File: src/rtl/dcf_defs.svh
// register offsets, field positions and reset values of the channel block
`ifndef DCF_DEFS_SVH
`define DCF_DEFS_SVH
`define DCF_NUM_CH 5
`define DCF_OFS_STATUS 8'h00
`define DCF_OFS_CLEAR 8'h04
`define DCF_OFS_CH_BASE 8'h08
`define DCF_CH_STRIDE 8'h14
`define DCF_SUB_CFG 2'h0
`define DCF_SUB_COUNT 2'h1
`define DCF_SUB_PADDR 2'h2
`define DCF_SUB_MADDR 2'h3
`define DCF_CFG_MASK 15'h7FFF
`define DCF_CFG_RST 15'h0000
`define DCF_CLEAR_RST 32'h0000_0000
`define DCF_FLAG_MASK 20'hFFFFF
`define DCF_B_EN 0
`define DCF_B_FAULT_IRQ_ENABLE 3
`define DCF_B_DIR 4
`define DCF_B_AUTO_RELOAD_MODE 5
`define DCF_B_PERIPHERAL_POINTER_STEP 6
`define DCF_B_MEMORY_POINTER_STEP 7
`define DCF_B_PERIPHERAL_ACCESS_WIDTH 8
`define DCF_B_MEMORY_ACCESS_WIDTH 10
`define DCF_B_PRIO 12
`define DCF_B_M2M 14
`define DCF_F_GLB 0
`define DCF_F_FIN 1
`define DCF_F_HALF 2
`define DCF_F_FAULT 3
`endif

File: src/rtl/dcf_pkg.sv
// types shared by the channel block modules
package dcf_pkg;
   typedef enum logic [1:0] {SZ_8, SZ_16, SZ_32, SZ_RSVD} dcf_size_t;
   typedef enum logic [1:0] {PRIO_LOW, PRIO_MED, PRIO_HIGH, PRIO_VHIGH} dcf_prio_t;
   typedef enum logic [1:0] {CH_IDLE, CH_RUN, CH_STOP} dcf_ch_state_t;
   typedef enum logic {MV_IDLE, MV_WAIT} dcf_mv_state_t;
endpackage : dcf_pkg

File: src/rtl/dcf_arbiter.sv
// picks the requesting channel of highest priority, lowest number on a tie
`timescale 1ns/100ps
module dcf_arbiter (
   // requests and their priorities
   input wire logic [4:0] req_i,
   input wire logic [9:0] prio_i,
   // winner
   output logic win_valid_o,
   output logic [2:0] win_ch_o
);
   logic [1:0] best;

   // scan downward so the lowest channel wins among equals
   always_comb begin
      win_valid_o = 1'b0;
      win_ch_o = 3'h0;
      best = 2'h0;
      for (int i = 4; i >= 0; i--) begin
         if (req_i[i] && (!win_valid_o || prio_i[2*i +: 2] >= best)) begin
            win_valid_o = 1'b1;
            win_ch_o = 3'(i);
            best = prio_i[2*i +: 2];
         end
      end
   end
endmodule : dcf_arbiter

File: src/rtl/dcf_channel.sv
// one channel: pointers, remaining count and round events
`timescale 1ns/100ps
`include "dcf_defs.svh"
module dcf_channel (
   // clock and reset
   input wire logic clock_i,
   input wire logic rst_n_i,
   // settings
   input wire logic [14:0] cfg_i,
   input wire logic [15:0] count_i,
   input wire logic [31:0] paddr_i,
   input wire logic [31:0] maddr_i,
   input wire logic periph_req_i,
   // transfer outcome for this channel
   input wire logic done_i,
   input wire logic err_i,
   // state towards the mover
   output logic req_o,
   output logic [31:0] paddr_o,
   output logic [31:0] maddr_o,
   // one-cycle events
   output logic half_evt_o,
   output logic fin_evt_o,
   output logic err_evt_o
);
   dcf_pkg::dcf_ch_state_t state_reg, state_next;
   logic [15:0] remain_reg, remain_next;
   logic [31:0] paddr_reg, paddr_next, maddr_reg, maddr_next;
   logic enable;

   // byte step for one beat; reserved code steps like 32 bits
   function automatic logic [31:0] step_of(input logic [1:0] sz);
      step_of = (sz == 2'h0) ? 32'h1 : (sz == 2'h1) ? 32'h2 : 32'h4;
   endfunction : step_of

   assign enable = cfg_i[`DCF_B_EN];

   // round sequencing
   always_comb begin
      state_next = state_reg;
      remain_next = remain_reg;
      paddr_next = paddr_reg;
      maddr_next = maddr_reg;
      half_evt_o = 1'b0;
      fin_evt_o = 1'b0;
      err_evt_o = 1'b0;
      unique case (state_reg)
         dcf_pkg::CH_IDLE: begin
            if (enable) begin
               remain_next = count_i;
               paddr_next = paddr_i;
               maddr_next = maddr_i;
               state_next = (count_i == 16'h0) ? dcf_pkg::CH_STOP : dcf_pkg::CH_RUN;
            end
         end
         dcf_pkg::CH_RUN: begin
            if (!enable) begin
               state_next = dcf_pkg::CH_IDLE;
            end else if (err_i) begin
               err_evt_o = 1'b1;
               state_next = dcf_pkg::CH_STOP;
            end else if (done_i) begin
               remain_next = remain_reg - 16'h1;
               if (cfg_i[`DCF_B_MEMORY_POINTER_STEP]) begin
                  maddr_next = maddr_reg + step_of(cfg_i[`DCF_B_MEMORY_ACCESS_WIDTH +: 2]);
               end
               if (cfg_i[`DCF_B_PERIPHERAL_POINTER_STEP]) begin
                  paddr_next = paddr_reg + step_of(cfg_i[`DCF_B_PERIPHERAL_ACCESS_WIDTH +: 2]);
               end
               // half point measured against the programmed length
               if (count_i > 16'h1 && remain_next == count_i - (count_i >> 1)) begin
                  half_evt_o = 1'b1;
               end
               if (remain_next == 16'h0) begin
                  fin_evt_o = 1'b1;
                  if (cfg_i[`DCF_B_AUTO_RELOAD_MODE]) begin
                     remain_next = count_i;
                     paddr_next = paddr_i;
                     maddr_next = maddr_i;
                  end else begin
                     state_next = dcf_pkg::CH_STOP;
                  end
               end
            end
         end
         dcf_pkg::CH_STOP: begin
            if (!enable) begin
               state_next = dcf_pkg::CH_IDLE;
            end
         end
         default: state_next = dcf_pkg::CH_IDLE;
      endcase
   end

   always_ff @(posedge clock_i) begin
      if (!rst_n_i) begin
         state_reg <= dcf_pkg::CH_IDLE;
         remain_reg <= 16'h0;
         paddr_reg <= 32'h0;
         maddr_reg <= 32'h0;
      end else begin
         state_reg <= state_next;
         remain_reg <= remain_next;
         paddr_reg <= paddr_next;
         maddr_reg <= maddr_next;
      end
   end

   // memory copy ignores the peripheral request line
   assign req_o = (state_reg == dcf_pkg::CH_RUN) && enable
                  && (cfg_i[`DCF_B_M2M] || periph_req_i);
   assign paddr_o = paddr_reg;
   assign maddr_o = maddr_reg;
endmodule : dcf_channel

File: src/rtl/dcf_top.sv
// five-channel DMA control: APB registers, event flags and transfer issue
//
// Added by the designer: the APB register port.
`timescale 1ns/100ps
`include "dcf_defs.svh"
// Functional notes
// writing one clears channel fault flag
// writing one clears channel halfway flag
// writing one clears channel finished flag
// writing one clears channel summary flag
// flag clear register resets to zero
// five setup registers, 0x08 plus 20 each
// software writes reserved setup bits as zero
// memory copy mode; change only when disabled
// two-bit priority; program only when disabled
// memory access width 8/16/32, 11 reserved
// peripheral access width 8/16/32, 11 reserved
// memory pointer steps when enabled
// peripheral pointer steps when enabled
// without auto reload, stop after one round
// direction set: memory to peripheral
// fault irq raised only when enabled
// hardware sets fault flag on error
// hardware sets halfway flag at half
// hardware sets finished flag at end
// summary flag set on any event
// auto reload restarts round by itself
module dcf_top (
   // clock and reset
   input wire logic clock_i,
   input wire logic rst_n_i,
   // apb slave
   input wire logic psel_i,
   input wire logic penable_i,
   input wire logic pwrite_i,
   input wire logic [7:0] paddr_i,
   input wire logic [31:0] pwdata_i,
   output logic [31:0] prdata_o,
   output logic pready_o,
   output logic pslverr_o,
   // peripheral requests
   input wire logic [4:0] periph_req_i,
   // data mover on the system bus
   output logic mv_valid_o,
   output logic [2:0] mv_channel_o,
   output logic [31:0] mv_src_addr_o,
   output logic [31:0] mv_dst_addr_o,
   output logic [1:0] mv_src_size_o,
   output logic [1:0] mv_dst_size_o,
   input wire logic mv_done_i,
   input wire logic mv_error_i,
   // per channel fault requests
   output logic [4:0] fault_irq_o
);
   localparam int NCH = `DCF_NUM_CH;

   // software state
   logic [14:0] cfg_reg [NCH];
   logic [14:0] cfg_next [NCH];
   logic [15:0] count_reg [NCH];
   logic [15:0] count_next [NCH];
   logic [31:0] pbase_reg [NCH];
   logic [31:0] pbase_next [NCH];
   logic [31:0] mbase_reg [NCH];
   logic [31:0] mbase_next [NCH];
   logic [31:0] flag_clear_reg, flag_clear_next;
   logic [19:0] event_status_reg, event_status_next;
   logic [31:0] prdata_reg, prdata_next;
   logic pready_reg, pready_next, pslverr_reg, pslverr_next;
   logic [4:0] fault_irq_reg, fault_irq_next;

   // decode results
   logic hit_ch, hit_any;
   logic [2:0] dec_ch;
   logic [1:0] dec_sub;
   logic wr_access;

   // channel side
   logic [4:0] ch_req, ch_done, ch_err, ev_half, ev_fin, ev_err;
   logic [31:0] ch_paddr [NCH];
   logic [31:0] ch_maddr [NCH];
   logic [9:0] prio_bus;
   logic win_valid;
   logic [2:0] win_ch;

   // mover state
   dcf_pkg::dcf_mv_state_t mv_state_reg, mv_state_next;
   logic mv_valid_reg, mv_valid_next;
   logic [2:0] mv_ch_reg, mv_ch_next;
   logic [31:0] mv_src_reg, mv_src_next, mv_dst_reg, mv_dst_next;
   logic [1:0] mv_ssz_reg, mv_ssz_next, mv_dsz_reg, mv_dsz_next;

   // address decode: each channel owns a 20-byte stride of words
   always_comb begin
      hit_ch = 1'b0;
      dec_ch = 3'h0;
      dec_sub = 2'h0;
      for (int i = 0; i < NCH; i++) begin
         for (int s = 0; s < 4; s++) begin
            if (paddr_i == 8'(`DCF_OFS_CH_BASE + 8'(i) * `DCF_CH_STRIDE + 8'(4 * s))) begin
               hit_ch = 1'b1;
               dec_ch = 3'(i);
               dec_sub = 2'(s);
            end
         end
      end
      hit_any = hit_ch || paddr_i == `DCF_OFS_STATUS || paddr_i == `DCF_OFS_CLEAR;
   end

   // a write lands at the access edge; pready is always high then
   assign wr_access = psel_i && penable_i && pready_reg && pwrite_i;

   // bus answer: prepared in setup, shown during access
   always_comb begin
      pready_next = psel_i && !penable_i;
      pslverr_next = psel_i && !penable_i && !hit_any;
      prdata_next = 32'h0;
      if (psel_i && !penable_i && !pwrite_i) begin
         if (paddr_i == `DCF_OFS_STATUS) begin
            prdata_next = {12'h000, event_status_reg};
         end else if (paddr_i == `DCF_OFS_CLEAR) begin
            prdata_next = flag_clear_reg;
         end else if (hit_ch) begin
            unique case (dec_sub)
               `DCF_SUB_CFG: prdata_next = {17'h00000, cfg_reg[dec_ch]};
               `DCF_SUB_COUNT: prdata_next = {16'h0000, count_reg[dec_ch]};
               `DCF_SUB_PADDR: prdata_next = pbase_reg[dec_ch];
               `DCF_SUB_MADDR: prdata_next = mbase_reg[dec_ch];
            endcase
         end
      end
   end

   // software writable registers; setup bits 15 and up are dropped, unused bits 1 and 2 are kept
   always_comb begin
      flag_clear_next = flag_clear_reg;
      for (int i = 0; i < NCH; i++) begin
         cfg_next[i] = cfg_reg[i];
         count_next[i] = count_reg[i];
         pbase_next[i] = pbase_reg[i];
         mbase_next[i] = mbase_reg[i];
      end
      if (wr_access && paddr_i == `DCF_OFS_CLEAR) begin
         flag_clear_next = {12'h000, pwdata_i[19:0]};
      end
      if (wr_access && hit_ch) begin
         unique case (dec_sub)
            `DCF_SUB_CFG: cfg_next[dec_ch] = pwdata_i[14:0] & `DCF_CFG_MASK;
            `DCF_SUB_COUNT: count_next[dec_ch] = pwdata_i[15:0];
            `DCF_SUB_PADDR: pbase_next[dec_ch] = pwdata_i;
            `DCF_SUB_MADDR: mbase_next[dec_ch] = pwdata_i;
         endcase
      end
   end

   // event flags: a set in the clearing cycle survives
   always_comb begin
      logic [19:0] clr, set;
      clr = 20'h0;
      set = 20'h0;
      if (wr_access && paddr_i == `DCF_OFS_CLEAR) begin
         clr = pwdata_i[19:0];
      end
      for (int i = 0; i < NCH; i++) begin
         set[4*i + `DCF_F_FAULT] = ev_err[i];
         set[4*i + `DCF_F_HALF] = ev_half[i];
         set[4*i + `DCF_F_FIN] = ev_fin[i];
         set[4*i + `DCF_F_GLB] = ev_err[i] | ev_half[i] | ev_fin[i];
      end
      event_status_next = ((event_status_reg & ~clr) | set) & `DCF_FLAG_MASK;
      for (int i = 0; i < NCH; i++) begin
         fault_irq_next[i] = event_status_next[4*i + `DCF_F_FAULT]
                             && cfg_reg[i][`DCF_B_FAULT_IRQ_ENABLE];
      end
   end

   // one transfer outstanding at a time keeps the mover simple
   always_comb begin
      mv_state_next = mv_state_reg;
      mv_valid_next = mv_valid_reg;
      mv_ch_next = mv_ch_reg;
      mv_src_next = mv_src_reg;
      mv_dst_next = mv_dst_reg;
      mv_ssz_next = mv_ssz_reg;
      mv_dsz_next = mv_dsz_reg;
      ch_done = 5'h0;
      ch_err = 5'h0;
      unique case (mv_state_reg)
         dcf_pkg::MV_IDLE: begin
            if (win_valid) begin
               mv_valid_next = 1'b1;
               mv_ch_next = win_ch;
               mv_state_next = dcf_pkg::MV_WAIT;
               if (cfg_reg[win_ch][`DCF_B_DIR]) begin
                  mv_src_next = ch_maddr[win_ch];
                  mv_dst_next = ch_paddr[win_ch];
                  mv_ssz_next = cfg_reg[win_ch][`DCF_B_MEMORY_ACCESS_WIDTH +: 2];
                  mv_dsz_next = cfg_reg[win_ch][`DCF_B_PERIPHERAL_ACCESS_WIDTH +: 2];
               end else begin
                  mv_src_next = ch_paddr[win_ch];
                  mv_dst_next = ch_maddr[win_ch];
                  mv_ssz_next = cfg_reg[win_ch][`DCF_B_PERIPHERAL_ACCESS_WIDTH +: 2];
                  mv_dsz_next = cfg_reg[win_ch][`DCF_B_MEMORY_ACCESS_WIDTH +: 2];
               end
            end
         end
         dcf_pkg::MV_WAIT: begin
            if (mv_done_i || mv_error_i) begin
               mv_valid_next = 1'b0;
               mv_state_next = dcf_pkg::MV_IDLE;
               ch_err[mv_ch_reg] = mv_error_i;
               ch_done[mv_ch_reg] = mv_done_i && !mv_error_i;
            end
         end
      endcase
   end

   // all state registers
   always_ff @(posedge clock_i) begin
      if (!rst_n_i) begin
         for (int i = 0; i < NCH; i++) begin
            cfg_reg[i] <= `DCF_CFG_RST;
            count_reg[i] <= 16'h0000;
            pbase_reg[i] <= 32'h0000_0000;
            mbase_reg[i] <= 32'h0000_0000;
         end
         flag_clear_reg <= `DCF_CLEAR_RST;
         event_status_reg <= 20'h00000;
         prdata_reg <= 32'h0000_0000;
         pready_reg <= 1'b0;
         pslverr_reg <= 1'b0;
         fault_irq_reg <= 5'h00;
         mv_state_reg <= dcf_pkg::MV_IDLE;
         mv_valid_reg <= 1'b0;
         mv_ch_reg <= 3'h0;
         mv_src_reg <= 32'h0000_0000;
         mv_dst_reg <= 32'h0000_0000;
         mv_ssz_reg <= 2'h0;
         mv_dsz_reg <= 2'h0;
      end else begin
         cfg_reg <= cfg_next;
         count_reg <= count_next;
         pbase_reg <= pbase_next;
         mbase_reg <= mbase_next;
         flag_clear_reg <= flag_clear_next;
         event_status_reg <= event_status_next;
         prdata_reg <= prdata_next;
         pready_reg <= pready_next;
         pslverr_reg <= pslverr_next;
         fault_irq_reg <= fault_irq_next;
         mv_state_reg <= mv_state_next;
         mv_valid_reg <= mv_valid_next;
         mv_ch_reg <= mv_ch_next;
         mv_src_reg <= mv_src_next;
         mv_dst_reg <= mv_dst_next;
         mv_ssz_reg <= mv_ssz_next;
         mv_dsz_reg <= mv_dsz_next;
      end
   end

   // five identical channel engines
   for (genvar g = 0; g < NCH; g++) begin : g_ch
      assign prio_bus[2*g +: 2] = cfg_reg[g][`DCF_B_PRIO +: 2];
      dcf_channel u_ch (
         .clock_i(clock_i),
         .rst_n_i(rst_n_i),
         .cfg_i(cfg_reg[g]),
         .count_i(count_reg[g]),
         .paddr_i(pbase_reg[g]),
         .maddr_i(mbase_reg[g]),
         .periph_req_i(periph_req_i[g]),
         .done_i(ch_done[g]),
         .err_i(ch_err[g]),
         .req_o(ch_req[g]),
         .paddr_o(ch_paddr[g]),
         .maddr_o(ch_maddr[g]),
         .half_evt_o(ev_half[g]),
         .fin_evt_o(ev_fin[g]),
         .err_evt_o(ev_err[g])
      );
   end

   dcf_arbiter u_arb (
      .req_i(ch_req),
      .prio_i(prio_bus),
      .win_valid_o(win_valid),
      .win_ch_o(win_ch)
   );

   // outputs straight from flops
   assign prdata_o = prdata_reg;
   assign pready_o = pready_reg;
   assign pslverr_o = pslverr_reg;
   assign mv_valid_o = mv_valid_reg;
   assign mv_channel_o = mv_ch_reg;
   assign mv_src_addr_o = mv_src_reg;
   assign mv_dst_addr_o = mv_dst_reg;
   assign mv_src_size_o = mv_ssz_reg;
   assign mv_dst_size_o = mv_dsz_reg;
   assign fault_irq_o = fault_irq_reg;
endmodule : dcf_top

File: config.mk
export PLATFORM = sky130hd
export DESIGN_NAME = dcf_top
export DESIGN_NICKNAME = d
export VERILOG_FILES = /design/src/rtl/dcf_pkg.sv /design/src/rtl/dcf_arbiter.sv /design/src/rtl/dcf_channel.sv /design/src/rtl/dcf_top.sv
export VERILOG_INCLUDE_DIRS = /design/src /design/src/rtl
export SDC_FILE = /design/constraint.sdc
export NUM_CORES = 2
export LEC_CHECK = 0
export BUFFER_PORTS_ARGS = -buffer_cell sky130_fd_sc_hd__buf_2
export CAP_MARGIN = 30
export CORE_MARGIN = 3
export CORE_UTILIZATION = 55
export CTS_CLUSTER_SIZE = 24
export DETAILED_ROUTE_END_ITERATION = 8
export PLACE_DENSITY_LB_ADDON = 0.05
export SLEW_MARGIN = 20
export SYNTH_ARGS = -nofsm -noshare
export SYNTH_HDL_FRONTEND = slang
export SYNTH_SLANG_ARGS = --single-unit
File: constraint.sdc
create_clock -name clock_i -period 8.7 [get_ports clock_i]
set_input_delay 0.87 -clock clock_i [delete_from_list [all_inputs] [get_ports clock_i]]
set_output_delay 0.87 -clock clock_i [all_outputs]
set_load 0.01 [all_outputs]
==> impl_metrics.toml <==
[clock_tree]
cts_tree = "built"
cts-root-buf = "clkbuf_16"
clock_latency_ns = 0.74
ctsHoldBuffers = 0
cts-htree-levels = 3
post_cts_resized = 0
postCtsSetupBuffers = 0
clk_path_buf_depth = 3
cts_buffers = 117
path_clk_slew_ns = 0.06
clock_sinks = 1037

[pwr]
pwr-share-clk_pct = 51.3
combPwrFrac_pct = 3.0
ir_drop_uv = 187.6
switching_share_pct = 23.60
pwr-share-seq_pct = 45.7
netSwitchingPower_mw = 2.453
power.internal_mw = 7.942
report.power.total_mw = 10.39
power_density_nw_per_um2 = 155.7
p_leak_nw = 22.86

[run_status]
status = "finished with violations"
failed_checks = "design-rule violations"

[route]
via_per_inst = 6.784
drc = 2
wirelength_mm = 261.7
first_iter_violations = 9814
first_pass_iters = 9
wl_per_cell_microns = 27.93
final_antenna_net_count = 0
num_vias = 63590

[worst_setup_path]
crit_fanout = 53
r2r_end = "mv_src_addr_o[20]$_SDFFE_PN0P_"
crit_end = "mv_src_addr_o[20]$_SDFFE_PN0P_"
r2r_cells = 27
worst-setup-path-type = "reg2reg"
cp_data_arrival_time_ns = 8.46
start_kind = "flip-flop"
r2r_start = "g_ch[4].u_ch.state_reg[0]$_SDFFE_PN0P_"
cp-end-kind = "flip-flop"
startpoint = "g_ch[4].u_ch.state_reg[0]$_SDFFE_PN0P_"
reg2reg_slack_ns = 0.80
critPathRequiredTime_ns = 9.27

[timing]
fmax_mhz = 126.7
hold_viol = 0
period_share_pct = 90.75
tns_ns = 0
slew_headroom_pct = 11.28
skew_ns = 0.03783
finalSetupViolations = 0
worst_slew_pin_slew_ns = 1.331
drv_slew = 0
rsz0062_at_grt = "no"
period_needed_ns = 7.895

[logic_synthesis]
synth_top_cell_by_area = "dfxtp_1"
synth_top_area_share_pct = 34.02
synth_cells = 8044
synth-seq-cells = 1037
seq_area_frac_synth_pct = 34.02
yosys.cell_types.count = 90
ys_top_cells_by_area = "dfxtp_1 (34%), nand2_1 (7.8%), a21oi_1 (7.1%)"
postSynth.asyncResetShare_pct = 0
avgSynthCellArea_sq_um = 7.587
yosysWarnings = 0
syn-num-nets = 8279
synth-edff-count = 0
synthFlopType = "dfxtp_1"
syn-cell-area_sq_um = 61030

[global_route]
grt.overflow.total = 0
track_usage_pct = 43.25
antenna_found_initial = 22
grt_max_degree = 160
grt_pass1_vias = 56270
grt_pass1_wl_mm = 378.4

[place]
portBuffers = 162
gp_congestion = 1.015
hpwl_mm = 183.3

[floorplanning]
ios = 163
die_y_microns = 339.1
dieArea_sq_um = 115000
core_sq_um = 109500
rows = 121
initial_core_util_pct = 55.76
die_x_microns = 339.1

[worst_hold_path]
holdCritPathClass = "in2reg"

[cells_and_area]
nets = 8032
layout_common_cells = "nand2_1 (1268), dfxtp_1 (1037), a21oi_1 (856)"
area_growth_pct = 9.398
drive_gt1_share_pct = 9.278
final_common_cell = "nand2_1"

[flow_run]
cap_violations = 0
-- how the worst min path moves through the flow --
stage	start	end	slack [ns]	cells past startpoint
CTS	psel_i	pready_o$_SDFF_PN0_	0.41	3
detailed placement	flag_clear_reg[1]$_SDFFE_PN0P_	flag_clear_reg[1]$_SDFFE_PN0P_	0.45	2
floorplan	flag_clear_reg[16]$_SDFFE_PN0P_	flag_clear_reg[16]$_SDFFE_PN0P_	0.43	2
global placement	flag_clear_reg[16]$_SDFFE_PN0P_	flag_clear_reg[16]$_SDFFE_PN0P_	0.44	2
finish	psel_i	pready_o$_SDFF_PN0_	0.44	3
global route	psel_i	pready_o$_SDFF_PN0_	0.45	3
-- area by class of cell --
| cell class | count | area, sq um |
|---|---|---|
| fillers | 10070 | 42690 |
| multi-input cells | 6121 | 37260 |
| flip-flops and latches | 1037 | 20760 |
| clock buffers | 172 | 3448 |
| repair buffers | 296 | 1987 |
| well taps | 1476 | 1847 |
| inverters | 224 | 848.3 |
| clock inverters | 40 | 595.6 |
| diodes | 7 | 17.52 |
-- cells in the mapped netlist, types with 15 or more instances --
cell type  count
buf_2         59
o221ai_1      19
o22ai_1      207
a311oi_1      79
o221a_2       26
xor2_1        48
inv_1        222
and2_0        19
nand3_1      300
a31oi_1      160
a21o_1        34
a21oi_1      862
or4_1         21
nand4_1       77
or2_2         32
fa_1          15
nor2b_1       55
and2_1        50
nor4_1       105
nand2b_1      64
nor3_1       195
or3_1         61
a2111oi_0     22
mux2i_1      293
mux4_2        62
a222oi_1      16
nand3b_1      38
and3_1        72
buf_1         36
o211ai_1      26
clkbuf_1     562
nor2_1       667
a22oi_1       37
xnor2_1      147
and4_1        15
o21a_1        30
a221oi_1      18
dfxtp_1     1037
o31ai_1       35
mux2_2        55
ha_1         168
o21ai_0      437
nand2_1     1272
nor3b_1       18
a211oi_1      87
-- worst max-delay path, cell delays in order (launching register included) --
cell      delay [ns]
dfxtp_1         0.47
and3b_1         0.39
and2_1          0.33
nand2_1         0.11
ha_1            0.28
a21oi_1         0.24
a21o_1          0.26
mux2_2          0.37
ha_1            0.27
nand2b_1        0.14
a21o_1          0.20
o21ai_0         0.28
mux2i_1         0.31
ha_1            0.27
a21boi_0        0.13
o31a_1          0.30
mux2_2          0.27
ha_1            0.26
nand2b_1        0.10
a21oi_1         0.07
o31ai_1         0.23
a21oi_1         0.22
nand4_1         0.26
buf_4           0.38
buf_4           0.74
mux2i_1         0.46
mux2_2          0.23
o22ai_1         0.07
-- cell families (layout without fill, tap and decap cells) --
logic type               Yosys count  in the layout  share of synthesized area [%]
multiplexers                     410            410                          8.108
adder cells (fa/ha/maj)          183            183                          3.936
flip-flops                      1037           1037                          34.02
AO/OA/AOI/OAI                   2217           2217                          22.00
XOR/XNOR                         196            196                          2.835
other                              0              7                              0
AND/OR/NAND/NOR                 3115           3115                          23.50
buffers and inverters            886            732                          5.603
-- power groups by stage --
stage	sequential, mW	clock (mW)	combinational, mW
4_1_cts	4.75	5.32	0.293
3_5_place_dp	4.85	0	0.292
6_report	4.75	5.33	0.317
5_1_grt	4.75	5.51	0.314
3_3_place_gp	4.85	0	0.292
2_1_floorplan	4.85	0	0.154
-- through the flow --
| step | hold WS, ns | util [%] | instances | setup slack, ns | area [sq um] |
|---|---|---|---|---|---|
| after floorplan | 0.4312 | - | 8044 | 1.456 | 61030 |
| after global placement | 0.4379 | 57.07 | 9132 | 0.5249 | 62470 |
| after detailed placement | 0.4465 | 57.12 | 9137 | 0.5766 | 62530 |
| after CTS | 0.4145 | 60.82 | 9349 | 0.9470 | 66570 |
| after global routing | 0.4549 | 60.98 | 9366 | 0.4112 | 66750 |
| final | 0.4437 | 61.00 | 9373 | 0.8046 | 66770 |
-- metal layers --
layer | up-vias | track usage (%) | routed length (microns)
met1 | 30270 | 59.94 | 103500
met4 | 4 | 17.66 | 12400
li1 | 28330 | - | -
met3 | 631 | 19.05 | 44520
met5 | - | 0 | 26
met2 | 4357 | 57.89 | 101300
No activity file was read; power rests on OpenSTA's default activity.
